$ cat config.mk
export PLATFORM = sky130hd
export DESIGN_NAME = acd_top
export DESIGN_NICKNAME = d
export VERILOG_FILES = /design/src/acd_pkg.sv /design/src/acd_top.sv
export SDC_FILE = /design/constraint.sdc
export NUM_CORES = 1
export LEC_CHECK = 0
export BUFFER_PORTS_ARGS = -buffer_cell sky130_fd_sc_hd__buf_2
export CAP_MARGIN = 20
export CORE_AREA = 2 2 153 155
export DETAILED_ROUTE_END_ITERATION = 8
export DIE_AREA = 0 0 155 157
export HOLD_SLACK_MARGIN = 0.06
export PLACE_DENSITY_LB_ADDON = 0.3
export REMOVE_ABC_BUFFERS = 1
export SYNTH_ARGS = -nofsm -noshare
export SYNTH_HDL_FRONTEND = slang
export SYNTH_SLANG_ARGS = --single-unit
$ cat constraint.sdc
create_clock -name clk_i -period 3.6 [get_ports clk_i]
set_clock_uncertainty 0.1 [all_clocks]
set_input_delay 0 -clock clk_i [delete_from_list [all_inputs] [get_ports clk_i]]
set_output_delay 0 -clock clk_i [all_outputs]
set_load 0.01 [all_outputs]
$ cat src/acd_pkg.sv
// Purpose: Constants and types for the accessory detect timing block
// Assumes: 50 MHz system clock
// Notes:   Times are kept as printed, cycle counts derive from them
package acd_pkg;

    // =========================================================
    // Control link
    // =========================================================
    localparam logic [6:0] SLV_ADDR = 7'h25;
    localparam int unsigned CLK_NS    = 20;
    localparam int unsigned CLK_KHZ   = 50000;
    localparam int unsigned GLITCH_NS = 50;
    localparam int unsigned FLT_CYC   = (GLITCH_NS + CLK_NS - 1) / CLK_NS;

    // =========================================================
    // Detection and interrupt timing
    // =========================================================
    localparam int unsigned INT_DLY_MS  = 10;
    localparam int unsigned SDP_MS      = 130;
    localparam int unsigned CDP_MS      = 170;
    localparam int unsigned JIG_MS      = 200;
    localparam int unsigned INT_DLY_CYC = INT_DLY_MS * CLK_KHZ;
    localparam int unsigned SDP_CYC     = SDP_MS * CLK_KHZ;
    localparam int unsigned CDP_CYC     = CDP_MS * CLK_KHZ;
    localparam int unsigned JIG_CYC     = JIG_MS * CLK_KHZ;
    localparam int unsigned CNT_W       = 24;

    // =========================================================
    // Register map
    // =========================================================
    localparam logic [7:0] REG_ID    = 8'h01;
    localparam logic [7:0] REG_CTRL  = 8'h02;
    localparam logic [7:0] REG_INT   = 8'h03;
    localparam logic [7:0] REG_DEV1  = 8'h0A;
    localparam logic [7:0] CTRL_RST  = 8'h05;
    localparam int unsigned CTRL_MASK_BIT = 0;
    localparam int unsigned CTRL_AUTO_BIT = 2;
    localparam int unsigned CTRL_OPEN_BIT = 4;
    localparam int unsigned INT_ATT_BIT   = 0;
    localparam int unsigned INT_DET_BIT   = 1;
    localparam int unsigned DEV1_SDP_BIT  = 2;
    localparam int unsigned DEV1_CDP_BIT  = 5;

    typedef struct packed {
        logic vbus;
        logic sdp;
        logic cdp;
        logic jig;
    } acd_acc_s;

    typedef enum {
        S_IDLE, S_ADDR, S_ACK_A, S_REG, S_ACK_R,
        S_WDATA, S_ACK_W, S_RDATA, S_RACK
    } acd_i2c_e;

endpackage

$ cat src/acd_top.sv
// Purpose: Accessory detect timing with two-wire control slave
// Assumes: Pins are asynchronous to clk_i; sda is open drain
// Notes:   Long delays are parameters so simulation can shorten them
//
// Behaviour
// - Answer only to address 0100101; eighth bit selects read or write.
// - Reject glitches up to 50 ns on serial clock and data inputs.
// - Event while masked: interrupt goes low 10 ms after mask clears.
// - Standard port: close USB switch 130 ms after bus power valid.
// - Charging port: close USB switch 170 ms after bus power valid.
// - Jig with bus power: assert jig output 200 ms after power valid.
// - Jig without bus power: assert jig output after 200 ms detection.
// - Masked: never interrupt; unmasked: interrupt on attach or detach, not when a read clears the flags.
// - Set attach flag on attach, detach flag on removal; read clears.
`timescale 1ns/100ps
module acd_top #(
    parameter int unsigned P_INT_DLY_CYC = acd_pkg::INT_DLY_CYC,
    parameter int unsigned P_SDP_CYC     = acd_pkg::SDP_CYC,
    parameter int unsigned P_CDP_CYC     = acd_pkg::CDP_CYC,
    parameter int unsigned P_JIG_CYC     = acd_pkg::JIG_CYC,
    parameter logic [7:0]  P_DEV_ID      = 8'h5A  // Arbitrary value
) (
    input  wire logic              clk_i,
    input  wire logic              rst_i,
    input  wire logic              scl_i,
    input  wire logic              sda_i,
    output logic                   sda_o,
    output logic                   sda_oe_o,
    input  wire acd_pkg::acd_acc_s acc_i,
    output logic                   usb_switch_closed_o,
    output logic                   factory_jig_o,
    output logic                   host_interrupt_n_o
);

    localparam int unsigned W = acd_pkg::CNT_W;

    // =========================================================
    // Input synchronisers and glitch filter
    // =========================================================
    logic [1:0]        scl_sy_r;
    logic [1:0]        sda_sy_r;
    acd_pkg::acd_acc_s acc_s1_r;
    acd_pkg::acd_acc_s acc_r;
    logic [1:0]        scl_fc_r;
    logic [1:0]        sda_fc_r;
    logic              scl_f_r;
    logic              sda_f_r;
    logic              scl_d_r;
    logic              sda_d_r;

    always_ff @(posedge clk_i or posedge rst_i)
    begin
        if (rst_i)
        begin
            scl_sy_r <= 2'h3;
            sda_sy_r <= 2'h3;
            acc_s1_r <= '0;
            acc_r    <= '0;
        end
        else
        begin
            scl_sy_r <= {scl_sy_r[0], scl_i};
            sda_sy_r <= {sda_sy_r[0], sda_i};
            acc_s1_r <= acc_i;
            acc_r    <= acc_s1_r;
        end
    end

    // New level taken only after FLT_CYC+1 agreeing samples
    always_ff @(posedge clk_i or posedge rst_i)
    begin
        if (rst_i)
        begin
            scl_fc_r <= 2'h0;
            sda_fc_r <= 2'h0;
            scl_f_r  <= 1'b1;
            sda_f_r  <= 1'b1;
            scl_d_r  <= 1'b1;
            sda_d_r  <= 1'b1;
        end
        else
        begin
            scl_d_r <= scl_f_r;
            sda_d_r <= sda_f_r;
            if (scl_sy_r[1] == scl_f_r)
                scl_fc_r <= 2'h0;
            else if (scl_fc_r == 2'(acd_pkg::FLT_CYC))
            begin
                scl_f_r  <= scl_sy_r[1];
                scl_fc_r <= 2'h0;
            end
            else
                scl_fc_r <= scl_fc_r + 2'h1;
            if (sda_sy_r[1] == sda_f_r)
                sda_fc_r <= 2'h0;
            else if (sda_fc_r == 2'(acd_pkg::FLT_CYC))
            begin
                sda_f_r  <= sda_sy_r[1];
                sda_fc_r <= 2'h0;
            end
            else
                sda_fc_r <= sda_fc_r + 2'h1;
        end
    end

    chk_scl_glitch_reject: assert property (@(posedge clk_i) disable iff (rst_i)
        !$stable(scl_f_r) |-> $past(scl_sy_r[1], 1) == scl_f_r
            && $past(scl_sy_r[1], 2) == scl_f_r
            && $past(scl_sy_r[1], 3) == scl_f_r
            && $past(scl_sy_r[1], 4) == scl_f_r)
        else $error("scl level taken from a short pulse");

    wire scl_rise = scl_f_r & ~scl_d_r;
    wire scl_fall = ~scl_f_r & scl_d_r;
    wire i2c_start = scl_f_r & scl_d_r & sda_d_r & ~sda_f_r;
    wire i2c_stop  = scl_f_r & scl_d_r & ~sda_d_r & sda_f_r;

    // =========================================================
    // Two-wire slave and registers
    // =========================================================
    acd_pkg::acd_i2c_e st_r;
    logic [3:0]        bit_cnt_r;
    logic [7:0]        shift_r;
    logic [7:0]        tx_r;
    logic [7:0]        ptr_r;
    logic [7:0]        ctrl_r;
    logic              rw_r;
    logic              nack_r;
    logic              oe_r;
    logic              rd_clr_r;
    logic              att_r;
    logic              det_r;
    logic              closed_r;
    logic              jig_r;
    logic [7:0]        ptr_inc;

    assign ptr_inc = ptr_r + 8'h01;
    wire mask_r = ctrl_r[acd_pkg::CTRL_MASK_BIT];

    function automatic logic [7:0] rd_byte(input logic [7:0] a);
        logic [7:0] d;
        d = 8'h00;
        unique case (a)
            acd_pkg::REG_ID:   d = P_DEV_ID;
            acd_pkg::REG_CTRL: d = ctrl_r;
            acd_pkg::REG_INT:
            begin
                d[acd_pkg::INT_ATT_BIT] = att_r;
                d[acd_pkg::INT_DET_BIT] = det_r;
            end
            acd_pkg::REG_DEV1:
            begin
                d[acd_pkg::DEV1_SDP_BIT] = acc_r.sdp;
                d[acd_pkg::DEV1_CDP_BIT] = acc_r.cdp;
            end
            default:           d = 8'h00;
        endcase
        return d;
    endfunction

    // Read bytes for the current and the following pointer
    logic [7:0] rd_cur;
    logic [7:0] rd_inc;

    always_comb
    begin
        rd_cur = rd_byte(ptr_r);
        rd_inc = rd_byte(ptr_inc);
    end

    always_ff @(posedge clk_i or posedge rst_i)
    begin
        if (rst_i)
        begin
            st_r      <= acd_pkg::S_IDLE;
            bit_cnt_r <= 4'h0;
            shift_r   <= 8'h00;
            tx_r      <= 8'h00;
            ptr_r     <= 8'h00;
            ctrl_r    <= acd_pkg::CTRL_RST;
            rw_r      <= 1'b0;
            nack_r    <= 1'b1;
            oe_r      <= 1'b0;
            rd_clr_r  <= 1'b0;
        end
        else
        begin
            rd_clr_r <= 1'b0;
            if (i2c_start)
            begin
                st_r      <= acd_pkg::S_ADDR;
                bit_cnt_r <= 4'h0;
                oe_r      <= 1'b0;
            end
            else if (i2c_stop)
            begin
                st_r <= acd_pkg::S_IDLE;
                oe_r <= 1'b0;
            end
            else if (scl_rise)
            begin
                if (st_r == acd_pkg::S_RACK)
                    nack_r <= sda_f_r;
                else if (st_r != acd_pkg::S_IDLE && st_r != acd_pkg::S_ACK_A
                         && st_r != acd_pkg::S_ACK_R
                         && st_r != acd_pkg::S_ACK_W)
                begin
                    shift_r   <= {shift_r[6:0], sda_f_r};
                    bit_cnt_r <= bit_cnt_r + 4'h1;
                end
            end
            else if (scl_fall)
            begin
                unique case (st_r)
                    acd_pkg::S_IDLE: ;
                    acd_pkg::S_ADDR:
                        if (bit_cnt_r == 4'h8)
                        begin
                            if (shift_r[7:1] == acd_pkg::SLV_ADDR)
                            begin
                                rw_r <= shift_r[0];
                                oe_r <= 1'b1;
                                st_r <= acd_pkg::S_ACK_A;
                            end
                            else
                                st_r <= acd_pkg::S_IDLE;
                        end
                    acd_pkg::S_ACK_A:
                    begin
                        bit_cnt_r <= 4'h0;
                        if (rw_r)
                        begin
                            tx_r     <= {rd_cur[6:0], 1'b0};
                            oe_r     <= ~rd_cur[7];
                            rd_clr_r <= (ptr_r == acd_pkg::REG_INT);
                            st_r     <= acd_pkg::S_RDATA;
                        end
                        else
                        begin
                            oe_r <= 1'b0;
                            st_r <= acd_pkg::S_REG;
                        end
                    end
                    acd_pkg::S_REG:
                        if (bit_cnt_r == 4'h8)
                        begin
                            ptr_r <= shift_r;
                            oe_r  <= 1'b1;
                            st_r  <= acd_pkg::S_ACK_R;
                        end
                    acd_pkg::S_ACK_R, acd_pkg::S_ACK_W:
                    begin
                        oe_r      <= 1'b0;
                        bit_cnt_r <= 4'h0;
                        st_r      <= acd_pkg::S_WDATA;
                    end
                    acd_pkg::S_WDATA:
                        if (bit_cnt_r == 4'h8)
                        begin
                            if (ptr_r == acd_pkg::REG_CTRL)
                                ctrl_r <= shift_r;
                            ptr_r <= ptr_inc;
                            oe_r  <= 1'b1;
                            st_r  <= acd_pkg::S_ACK_W;
                        end
                    acd_pkg::S_RDATA:
                        if (bit_cnt_r == 4'h8)
                        begin
                            oe_r <= 1'b0;
                            st_r <= acd_pkg::S_RACK;
                        end
                        else
                        begin
                            oe_r <= ~tx_r[7];
                            tx_r <= {tx_r[6:0], 1'b0};
                        end
                    acd_pkg::S_RACK:
                        if (!nack_r)
                        begin
                            ptr_r     <= ptr_inc;
                            bit_cnt_r <= 4'h0;
                            tx_r      <= {rd_inc[6:0], 1'b0};
                            oe_r      <= ~rd_inc[7];
                            rd_clr_r  <= (ptr_inc == acd_pkg::REG_INT);
                            st_r      <= acd_pkg::S_RDATA;
                        end
                        else
                            st_r <= acd_pkg::S_IDLE;
                endcase
            end
        end
    end

    chk_addr_mismatch_ignored: assert property (@(posedge clk_i)
        disable iff (rst_i)
        (st_r == acd_pkg::S_ADDR && scl_fall && !i2c_start && !i2c_stop
         && bit_cnt_r == 4'h8 && shift_r[7:1] != acd_pkg::SLV_ADDR)
        |=> st_r == acd_pkg::S_IDLE && !oe_r)
        else $error("slave answered a foreign address");

    assign sda_o    = 1'b0;
    assign sda_oe_o = oe_r;

    // =========================================================
    // Attach and detach flags, host interrupt
    // =========================================================
    logic         present_d_r;
    logic         mask_d_r;
    logic         irq_r;
    logic [W-1:0] dly_r;

    wire present = acc_r.sdp | acc_r.cdp | acc_r.jig;
    wire set_att = present & ~present_d_r;
    wire set_det = ~present & present_d_r;

    always_ff @(posedge clk_i or posedge rst_i)
    begin
        if (rst_i)
        begin
            present_d_r <= 1'b0;
            att_r       <= 1'b0;
            det_r       <= 1'b0;
        end
        else
        begin
            present_d_r <= present;
            att_r       <= set_att | (att_r & ~rd_clr_r);
            det_r       <= set_det | (det_r & ~rd_clr_r);
        end
    end

    always_ff @(posedge clk_i or posedge rst_i)
    begin
        if (rst_i)
        begin
            mask_d_r <= 1'b1;
            dly_r    <= '0;
            irq_r    <= 1'b0;
        end
        else
        begin
            mask_d_r <= mask_r;
            if (mask_r)
                dly_r <= '0;
            else if (mask_d_r && (att_r || det_r))
                dly_r <= W'(P_INT_DLY_CYC);
            else if (dly_r != '0)
                dly_r <= dly_r - W'(1);
            irq_r <= ~mask_r & (set_att | set_det
                     | (dly_r == W'(1))
                     | (irq_r & ~rd_clr_r));
        end
    end

    assign host_interrupt_n_o = ~irq_r;

    chk_unmask_delay_load: assert property (@(posedge clk_i)
        disable iff (rst_i)
        ($fell(mask_r) && (att_r || det_r)) |=> dly_r == W'(P_INT_DLY_CYC))
        else $error("unmask delay not started");
    chk_unmask_irq_fire: assert property (@(posedge clk_i)
        disable iff (rst_i)
        (dly_r == W'(1) && !mask_r) |=> !host_interrupt_n_o)
        else $error("interrupt missing after unmask delay");
    chk_mask_blocks_irq: assert property (@(posedge clk_i)
        disable iff (rst_i)
        mask_r |=> host_interrupt_n_o)
        else $error("interrupt raised while masked");
    chk_attach_flag_set: assert property (@(posedge clk_i)
        disable iff (rst_i)
        $rose(present) |=> att_r && ($past(mask_r) || !host_interrupt_n_o))
        else $error("attach flag or interrupt missing");
    chk_irq_held_low: assert property (@(posedge clk_i) disable iff (rst_i)
        (!host_interrupt_n_o && !rd_clr_r && !mask_r) |=> !host_interrupt_n_o)
        else $error("interrupt released before flags were read");

    // =========================================================
    // Power and jig detection timers
    // =========================================================
    logic [W-1:0] vcnt_r;
    logic [W-1:0] jcnt_r;

    always_ff @(posedge clk_i or posedge rst_i)
    begin
        if (rst_i)
        begin
            vcnt_r <= '0;
            jcnt_r <= '0;
        end
        else
        begin
            if (!acc_r.vbus)
                vcnt_r <= '0;
            else if (vcnt_r < W'(P_JIG_CYC))
                vcnt_r <= vcnt_r + W'(1);
            if (!acc_r.jig)
                jcnt_r <= '0;
            else if (jcnt_r < W'(P_JIG_CYC))
                jcnt_r <= jcnt_r + W'(1);
        end
    end

    wire auto_ok = ctrl_r[acd_pkg::CTRL_AUTO_BIT]
                 & ~ctrl_r[acd_pkg::CTRL_OPEN_BIT];

    always_ff @(posedge clk_i or posedge rst_i)
    begin
        if (rst_i)
        begin
            closed_r <= 1'b0;
            jig_r    <= 1'b0;
        end
        else
        begin
            closed_r <= acc_r.vbus & auto_ok
                & ((acc_r.sdp & (vcnt_r >= W'(P_SDP_CYC)))
                 | (acc_r.cdp & (vcnt_r >= W'(P_CDP_CYC))));
            jig_r <= acc_r.jig & (acc_r.vbus
                ? (vcnt_r >= W'(P_JIG_CYC))
                : (jcnt_r >= W'(P_JIG_CYC)));
        end
    end

    assign usb_switch_closed_o = closed_r;
    assign factory_jig_o       = jig_r;

    chk_sdp_close_time: assert property (@(posedge clk_i) disable iff (rst_i)
        (acc_r.vbus && acc_r.sdp && auto_ok && vcnt_r == W'(P_SDP_CYC))
        |=> usb_switch_closed_o)
        else $error("switch not closed at standard port delay");
    chk_cdp_close_time: assert property (@(posedge clk_i) disable iff (rst_i)
        $rose(usb_switch_closed_o) && !acc_r.sdp |->
            $past(vcnt_r) >= W'(P_CDP_CYC))
        else $error("switch closed early for charging port");
    chk_jig_vbus_time: assert property (@(posedge clk_i) disable iff (rst_i)
        $rose(factory_jig_o) && $past(acc_r.vbus) |->
            $past(vcnt_r) >= W'(P_JIG_CYC))
        else $error("jig output early with bus power");
    chk_jig_nopwr_time: assert property (@(posedge clk_i) disable iff (rst_i)
        (acc_r.jig && !acc_r.vbus && jcnt_r == W'(P_JIG_CYC))
        |=> factory_jig_o)
        else $error("jig output missing without bus power");

endmodule

==> results of run 1 <==
## layout make-up
class	count	area, um2
Clock inverter	13	189
Fill cell	2216	13700
Tap cell	285	357
Multi-Input combinational cell	604	3960
Timing Repair Buffer	22	168
Inverter	35	136
Sequential cell	142	3570
Clock buffer	19	443
## per-layer routing
layer	global-route usage, %	wire (um)
met1	19.6	8270
met2	23.5	7710
met3	3.47	620
met4	4.54	235
met5	0	0
## sequential cells by signal, summed over array words and instances (netlist names), 2 cells and up
register   count
sda_fc_r       2
vcnt_r        24
acc_r          4
sda_sy_r       2
scl_sy_r       2
shift_r        8
bit_cnt_r      4
ctrl_r         8
ptr_r          8
jcnt_r        24
scl_fc_r       2
acc_s1_r       4
tx_r           7
dly_r         24
st_r           4
## cell usage after synthesis, types with 19 or more instances
master / n
or3_1: 28
nor3_1: 24
dfrtp_1: 130
inv_1: 34
clkbuf_1: 29
ha_1: 19
o21ai_0: 43
mux2_2: 22
a21oi_1: 71
nand3_1: 30
nand4_1: 22
nor2_1: 53
nand2_1: 48
## power groups by stage
stage	clock network [W]	registers [W]	logic [W]
6_report	0.00188	0.00176	0.000325
5_1_grt	0.00201	0.00177	0.000374
4_1_cts	0.00193	0.00176	0.000330
3_5_place_dp	0	0.00179	0.000323
3_3_place_gp	0	0.00178	0.000321
2_1_floorplan	0	0.00176	0.000250
## cells in the final DEF (no fill, tap or decap), types with 12 or more instances in the layout
cell and instances:
a21oi_1 71, nand2_1 48, or3_1 28, nor3_1 24, o21ai_0 43, ha_1 19, nand4_1 22, xor2_1 15
mux2_2 22, dfrtp_1 130, clkbuf_16 17, a31oi_1 16, nor2_1 53, xnor2_1 17, dfstp_2 12, nand3_1 30
or4_1 17, o31ai_1 17, and3_1 12, inv_1 33
## critical path, delay by kind of cell (launching register included)
kind / cells / cell delay, ps
AOI/OAI and AO/OA: 4 / 1050
DFF: 1 / 580
and+or+nand+nor: 1 / 780
## through the flow
step                      util (%)  setup slack (ps)  hold WS [ps]  cells  power [W]
after floorplan                  -              -290         -95.5    781    0.00201
after global routing          39.2               718           102   1120    0.00415
after CTS                     39.2               978          93.9   1120    0.00402
after global placement        36.1               995          9.92   1081    0.00211
final                         39.2               969           112   1120    0.00396
after detailed placement      36.1               972          6.18   1081    0.00211
## cells by family after synthesis
kind of cell             count (synthesis)
flip-flops                             142
XOR/XNOR                                32
adder cells (fa/ha/maj)                 19
other                                    1
AO/OA/AOI/OAI                          221
multiplexers                            33
AND/OR/NAND/NOR                        298
buffers and inverters                   82
## worst max path at each step
stage	from	to	slack, ps	cells after the start
2_1_floorplan	rst_i	acc_r[0]	-290	1
3_3_place_gp	st_r[0]	ptr_r[0]	990	5
3_5_place_dp	st_r[0]	tx_r[1]	970	5
4_1_cts	st_r[1]	ptr_r[0]	980	5
5_1_grt	st_r[1]	ptr_r[0]	720	5
6_report	st_r[0]	tx_r[1]	970	5
==> results_dict.tcl, run 1 <==
set metrics [dict create \
    status "finished clean" \
    start_kind "register" \
    relSlewSlack_pct 32.6 \
    dp_hpwl_mm 11.0 \
    swShare_pct 24.5 \
    drv_cap 0 \
    synthArstFlopShare_pct 100 \
    crit_chain "or4b_1 > o211ai_1 > o2111a_1 > o21ai_0 > o22a_1" \
    cts_root_buffer "clkbuf_16" \
    post_cts_buffers 0 \
    grt_pass1_wl_mm 29.2 \
    power_frac_clock_pct 47.4 \
    synthToLayoutAreaGrowth_pct 12.2 \
    regToRegSetupSlack_ps 970 \
    ys_warn_count 0 \
    grt-ovfl-total 0 \
    path_clk_slew_ps 60 \
    postPlaceCellArea_um2 8120 \
    slowest_delay_ps 780 \
    synth_area_leader_cell "dfrtp_1" \
    die_h_um 157 \
    cellLeakagePower_nw 3.63 \
    rr_startpoint "st_r[0]" \
    rsz0062_at_grt "no" \
    grt_pass1_vias 5998 \
    cts_resized 0 \
    antenna_found_initial 0 \
    drc 0 \
    r2r-end "tx_r[1]" \
    syn_inst 828 \
    diodes 0 \
    wl_per_cell_um 15.0 \
    clk_latency_ps 430 \
    holdCritStartpoint "acc_i[0]" \
    p_sw_w 0.000971 \
    final_area_um2 8820 \
    cts_hold_buf 7 \
    ys.flop_type "dfrtp_1" \
    grtUsageTotal_pct 14.6 \
    synth-simple-area-share_pct 21.1 \
    combPwrFrac_pct 8.2 \
    period_share_pct 73.1 \
    die_w_um 155 \
    synth_edf_count 0 \
    syn_area_um2 7870 \
    die_area_um2 24300 \
    dr.pass1.iters 5 \
    place_congestion 0.875 \
    syn_area_per_cell_um2 9.50 \
    htree_levels 4 \
    finalCriticalPeriod_ps 2630 \
    critPathRequiredTime_ps 3810 \
    cts_buffer_depth 2 \
    wl_mm 16.8 \
    core_um2 22500 \
    synthXorXnorAreaFrac_pct 3.56 \
    yosysUniqueCellTypes 79 \
    setup_violations 0 \
    critical_path_class "reg -> reg" \
    ys_top_cells_by_area "dfrtp_1 (41%), a21oi_1 (4.5%), dfstp_2 (4.0%), mux2_2 (3.1%), ha_1 (3.0%)" \
    rr_worst_depth 5 \
    clkSinkCount 142 \
    grt_max_degree 92 \
    initial_core_util_pct 35.0 \
    p_per_area_nw_per_um2 449 \
    p_seq_share_pct 44.4 \
    hold_path_end "acc_s1_r[0]" \
    synthMuxAreaShare_pct 4.55 \
    synth_seq_cells 142 \
    worst_pin_slew_ps 1000 \
    fmax_mhz 380 \
    num_vias 6192 \
    numPortBuffers 11 \
    ir_drop_mv 0.281 \
    cp_max_fo 20 \
    antenna_left 0 \
    tritoncts "built" \
    hold_path_depth 2 \
    io_pins 13 \
    finalHoldViolCount 0 \
    netlist.area_leader.share_pct 41.4 \
    p_int_w 0.00299 \
    cts_made_buffers 17 \
    num_rows 55 \
    yosysSeqAreaShare_pct 45.4 \
    min_path_type "in -> reg" \
    synthAdderAreaFrac_pct 3.02 \
    viasPerCell 5.53 \
    drive_above_1_share_pct 12.1 \
    crit_path_end_kind "register" \
    critPathSlowestCell "or4b_1" \
    drtIter0Drc 401 \
    synth_top_family_by_area "simple AND/OR/NAND/NOR gates" \
    synth_compound_area_share_pct 18.0 \
    tns_ps 0 \
    final_max_slew_viol_count 0 \
    nets 849 \
    crit_arrival_ps 2840 \
]
Power figures use the tool's default switching activity.
==> run 2: changes to the inputs <==
==> constraint.sdc (replaced) <==
create_clock -name clk_i -period 2.3 [get_ports clk_i]
set_clock_uncertainty 0.1 [all_clocks]
set_input_delay 0 -clock clk_i [delete_from_list [all_inputs] [get_ports clk_i]]
set_output_delay 0 -clock clk_i [all_outputs]
set_load 0.01 [all_outputs]
==> results_dict.tcl, run 2 (same netlist as run 1, synthesis figures left out) <==
set metrics [dict create \
    grt_pass1_wl_mm 30.3 \
    finalCriticalPeriod_ps 2200 \
    ir_drop_mv 0.373 \
    num_rows 55 \
    initial_core_util_pct 35.0 \
    fmax_mhz 454 \
    finalHoldViolCount 0 \
    worst_slack_ps 99.3 \
    grt-ovfl-total 0 \
    die_w_um 155 \
    reg_top3 "dly_r (24), jcnt_r (24), vcnt_r (24)" \
    relSlewSlack_pct 57.3 \
    setup_violations 0 \
    dp_hpwl_mm 12.0 \
    diodes 0 \
    critPathRequiredTime_ps 2550 \
    rsz0062_at_grt "no" \
    grt_pass1_vias 6079 \
    final_cells 1184 \
    cts_made_buffers 17 \
    postLayoutCoreUtil_pct 41.4 \
    worst_pin_slew_ps 641 \
    antenna_found_initial 0 \
    clkSinkCount 142 \
    cp_max_fo 13 \
    nets 913 \
    drc 0 \
    grtUsageTotal_pct 15.2 \
    crit_arrival_ps 2450 \
    post-place-cells 1139 \
    postPlaceCellArea_um2 8560 \
    die_area_um2 24300 \
    synthToLayoutAreaGrowth_pct 18.4 \
    critPathSlowestCell "or4_4" \
    cellLeakagePower_nw 3.92 \
    power_w 0.00607 \
    core_um2 22500 \
    final_max_slew_viol_count 0 \
    p_per_area_nw_per_um2 652 \
    slowest_delay_ps 570 \
    place_ws_ps 67.2 \
    drive_above_1_share_pct 19.1 \
    path_clk_slew_ps 70 \
    crit_chain "or4_4 > nor3_2 > a21oi_2 > buf_4 > or3_1 > a21oi_1" \
    nFillCells 2174 \
    drtIter0Drc 360 \
    numPortBuffers 11 \
    final_area_um2 9310 \
    htree_levels 4 \
    period_share_pct 95.7 \
    status "finished clean" \
    io_pins 13 \
    start_kind "register" \
    clk_latency_ps 430 \
    cts_root_buffer "clkbuf_16" \
    wl_mm 17.4 \
    antenna_left 0 \
    tritoncts "built" \
    critical_path_class "reg -> reg" \
    wl_per_cell_um 14.7 \
    min_path_type "in -> reg" \
    num_vias 6345 \
    layout_common_cells "dfrtp_1 (130), a21oi_1 (71), buf_4 (66)" \
    place_congestion 0.851 \
    grt_max_degree 68 \
    layout_commonest_cell "dfrtp_1" \
    die_h_um 157 \
    viasPerCell 5.36 \
    cts_buffer_depth 2 \
    dr.pass1.iters 5 \
    crit_path_end_kind "register" \
    drv_cap 0 \
]
-- run 2: cell types whose count changed in the layout (fill, tap and decap cells not counted), sizes merged --
cell / delta
buf: +63
inv: +6
bufinv: -3
clkinv: -3
clkbuf: -1
clkdlybuf4s15: +1
clkinvlp: +1
-- run 2: critical path: cells and delay by family (launching register included) --
| kind | cells | cell delay (ps) |
|---|---|---|
| buffers and inverters | 1 | 200 |
| and+or+nand+nor | 3 | 1110 |
| DFF | 1 | 410 |
| AOI/OAI and AO/OA | 2 | 300 |
-- run 2: repair_timing --
| item | CTS | global route |
|---|---|---|
| gates resized for setup | 0 | 10 |
| endpoints found under the setup margin | 0 | 16 |
| endpoints found under the hold margin | 99 | 0 |
| buffers inserted | 0 | 5 |
| hold buffers | 7 | 0 |
-- run 2: metal layers --
| metal | GRT usage (%) | share of wire, % |
|---|---|---|
| met1 | 21.4 | 50 |
| met2 | 23.7 | 46 |
| met3 | 2.84 | 2.5 |
| met4 | 5.11 | 1.5 |
| met5 | 0 | 0 |
-- run 2: worst paths after layout --
path | from | to | slack [ps] | cells past startpoint
hold reg to reg | acc_s1_r[3] | acc_r[3] | 250 | 0
setup reg to reg | vcnt_r[17] | vcnt_r[10] | 100 | 6
max in group asynchronous | rst_i | nack_r | 1220 | 4
min in group asynchronous | rst_i | vcnt_r[1] | 120 | 3
hold / removal | sda_i | sda_sy_r[0] | 100 | 2
setup / recovery | vcnt_r[17] | vcnt_r[10] | 100 | 6
-- run 2: cell type report --
cell class	count	area [um2]	share of cell area [%]
flip-flops and latches	142	3570	38.3
inverters	35	136	1.46
clock buffers	18	439	4.72
repair buffers	86	652	7.00
well taps	285	357	3.83
clock inverters	14	148	1.59
multi-input cells	604	4010	43.1
-- run 2: metrics by stage --
stage	hold slack [ps]	setup TNS [ps]
finish	105	0
global route	101	0
CTS	83.4	0
detailed placement	6.49	0
global placement	6.75	0
floorplan	-95.5	-213420
-- run 2: power by group --
part / switching, W / leakage, nW / internal [W]
sequential: 0.000106 / 1.89 / 0.00263
clock: 0.00118 / 0.280 / 0.00156
combinational: 0.000347 / 1.74 / 0.000254
total: 0.00164 / 3.92 / 0.00444
==> run 3: changes to the inputs <==
--- a/config.mk
+++ b/config.mk
@@ -5,11 +5,12 @@
 export SDC_FILE = /design/constraint.sdc
 export NUM_CORES = 1
 export LEC_CHECK = 0
+export ABC_AREA = 1
 export BUFFER_PORTS_ARGS = -buffer_cell sky130_fd_sc_hd__buf_2
 export CAP_MARGIN = 20
-export CORE_AREA = 2 2 153 155
+export CORE_AREA = 2 2 136 191
 export DETAILED_ROUTE_END_ITERATION = 8
-export DIE_AREA = 0 0 155 157
+export DIE_AREA = 0 0 138 193
 export HOLD_SLACK_MARGIN = 0.06
 export PLACE_DENSITY_LB_ADDON = 0.3
 export REMOVE_ABC_BUFFERS = 1
==> results_dict.tcl, run 3 <==
set metrics [dict create \
    clk_latency_ps 440 \
    htree_levels 4 \
    place_ws_ps 260 \
    num_vias 7540 \
    netlist.area_leader.share_pct 37.7 \
    start_kind "register" \
    syn_area_um2 8630 \
    final_max_slew_viol_count 0 \
    worst_pin_slew_ps 577 \
    ir_drop_mv 0.703 \
    die_w_um 138 \
    fmax_mhz 485 \
    core_um2 25000 \
    status "finished clean" \
    synthArstFlopShare_pct 100 \
    cts_buffer_depth 2 \
    drtIter0Drc 417 \
    numPortBuffers 11 \
    antenna_found_initial 0 \
    regToRegSetupSlack_ps 240 \
    synthToLayoutAreaGrowth_pct 13.6 \
    diodes 0 \
    yosysUniqueCellTypes 52 \
    critPathRequiredTime_ps 2490 \
    nets 1231 \
    r2r-end "shift_r[6]" \
    die_h_um 193 \
    io_pins 13 \
    initial_core_util_pct 34.5 \
    final_cells 1536 \
    path_clk_slew_ps 70 \
    synth_area_leader_cell "dfrtp_1" \
    crit_arrival_ps 2250 \
    ys_warn_count 0 \
    syn_area_per_cell_um2 7.39 \
    grt_pass1_vias 7432 \
    place_congestion 0.944 \
    p_per_area_nw_per_um2 862 \
    cts_made_buffers 17 \
    wl_mm 21.1 \
    relSlewSlack_pct 61.6 \
    grt-ovfl-total 0 \
    dr.pass1.iters 5 \
    setup.worst_path.end "shift_r[6]" \
    synth_seq_cells 142 \
    post_cts_buffers 0 \
    cts_hold_buf 7 \
    ys_top_cells_by_area "dfrtp_1 (38%), nand2_1 (12%), nor2_1 (6.6%), inv_1 (5.8%), nand3_1 (5.3%)" \
    cp_max_fo 16 \
    num_rows 69 \
    reg_top3 "dly_r (24), jcnt_r (24), vcnt_r (24)" \
    grt_pass1_wl_mm 35.7 \
    tns_ps 0 \
    postLayoutCoreUtil_pct 39.1 \
    whs_ps 64.6 \
    synth_edf_count 0 \
    cts_resized 0 \
    yosysMostFrequentCell "nand2_1" \
    die_area_um2 26600 \
    worst_slack_ps 238 \
    yosysSeqAreaShare_pct 41.4 \
    viasPerCell 4.91 \
    syn_inst 1168 \
    tritoncts "built" \
    cts_root_buffer "clkbuf_16" \
    dp_hpwl_mm 16.0 \
    nFillCells 2638 \
    grt_max_degree 64 \
    synth_common_cells "nand2_1 (276), nor2_1 (152), inv_1 (133)" \
    finalCriticalPeriod_ps 2060 \
    post-place-cells 1497 \
    critical_path_class "reg -> reg" \
    drv_cap 0 \
    period_share_pct 89.6 \
    wl_per_cell_um 13.8 \
    crit_start "scl_f_r" \
    min_path_type "in -> async" \
    grtUsageTotal_pct 16.4 \
    drive_above_1_share_pct 12.1 \
    rr_startpoint "scl_f_r" \
    finalHoldViolCount 0 \
    ys.flop_type "dfrtp_1" \
    crit_path_end_kind "register" \
    layout_common_cells "nand2_1 (276), nor2_1 (152), inv_1 (132)" \
    antenna_left 0 \
    cellLeakagePower_nw 4.63 \
    layout_commonest_cell "nand2_1" \
    clkSinkCount 142 \
    rsz0062_at_grt "no" \
    drc 0 \
    setup_violations 0 \
    rr_worst_depth 6 \
]
-- run 3: cells by family (layout without fill, tap and decap cells) --
| family | Yosys count | after routing | share of synthesized area, % |
|---|---|---|---|
| buffers and inverters | 175 | 224 | 8.24 |
| XOR/XNOR | 41 | 41 | 4.16 |
| other | 1 | 1 | 0.0435 |
| adder cells (fa/ha/maj) | 19 | 19 | 2.76 |
| AND/OR/NAND/NOR | 643 | 643 | 33.7 |
| flip-flops | 142 | 142 | 41.4 |
| AO/OA/AOI/OAI | 147 | 147 | 9.70 |
-- run 3: power breakdown --
group,internal (W),switching [W],total (W)
logic,0.000991,0.00174,0.00273
registers,0.00280,0.000174,0.00297
clock network,0.00147,0.00127,0.00274
-- run 3: routing by layer --
metal  global-route usage, %  share of wire [%]  up-vias
met5                       0                  0        -
met4                    6.36                2.2        0
met3                    2.47                2.0       33
met2                    30.8                 53      106
met1                    18.8                 43     3532
li1                        -                  -     3869
-- run 3: area by class of cell --
cell class	instances	area (um2)	area share, %
Timing Repair Buffer	46	348	3.55
Multi-Input combinational cell	851	4350	44.4
Sequential cell	142	3570	36.4
Clock inverter	14	144	1.47
Tap cell	319	399	4.07
Inverter	146	553	5.64
Clock buffer	18	439	4.48
-- run 3: worst min path at each step --
stage	start	to	slack, ps
after floorplan	scl_i	scl_sy_r[0]	-100
after global placement	rst_i	jcnt_r[10]	8
after detailed placement	scl_i	scl_sy_r[0]	7
after CTS	acc_i[3]	acc_s1_r[3]	80
after global routing	acc_i[0]	acc_s1_r[0]	100
final	rst_i	jcnt_r[10]	60
-- run 3: metrics by stage --
step | power [W] | area (um2)
finish | 0.00844 | 9800
global placement | 0.00570 | 9150
floorplan | 0.00510 | 8470
detailed placement | 0.00578 | 9150
CTS | 0.00856 | 9800
global route | 0.00908 | 9800
-- run 3: critical path: stages (launching register included) --
cell	delay (ps)
dfstp_2	590
ha_1	230
nand2_1	70
nor2_1	250
nor2_1	140
nand3_1	380
o21ai_0	170
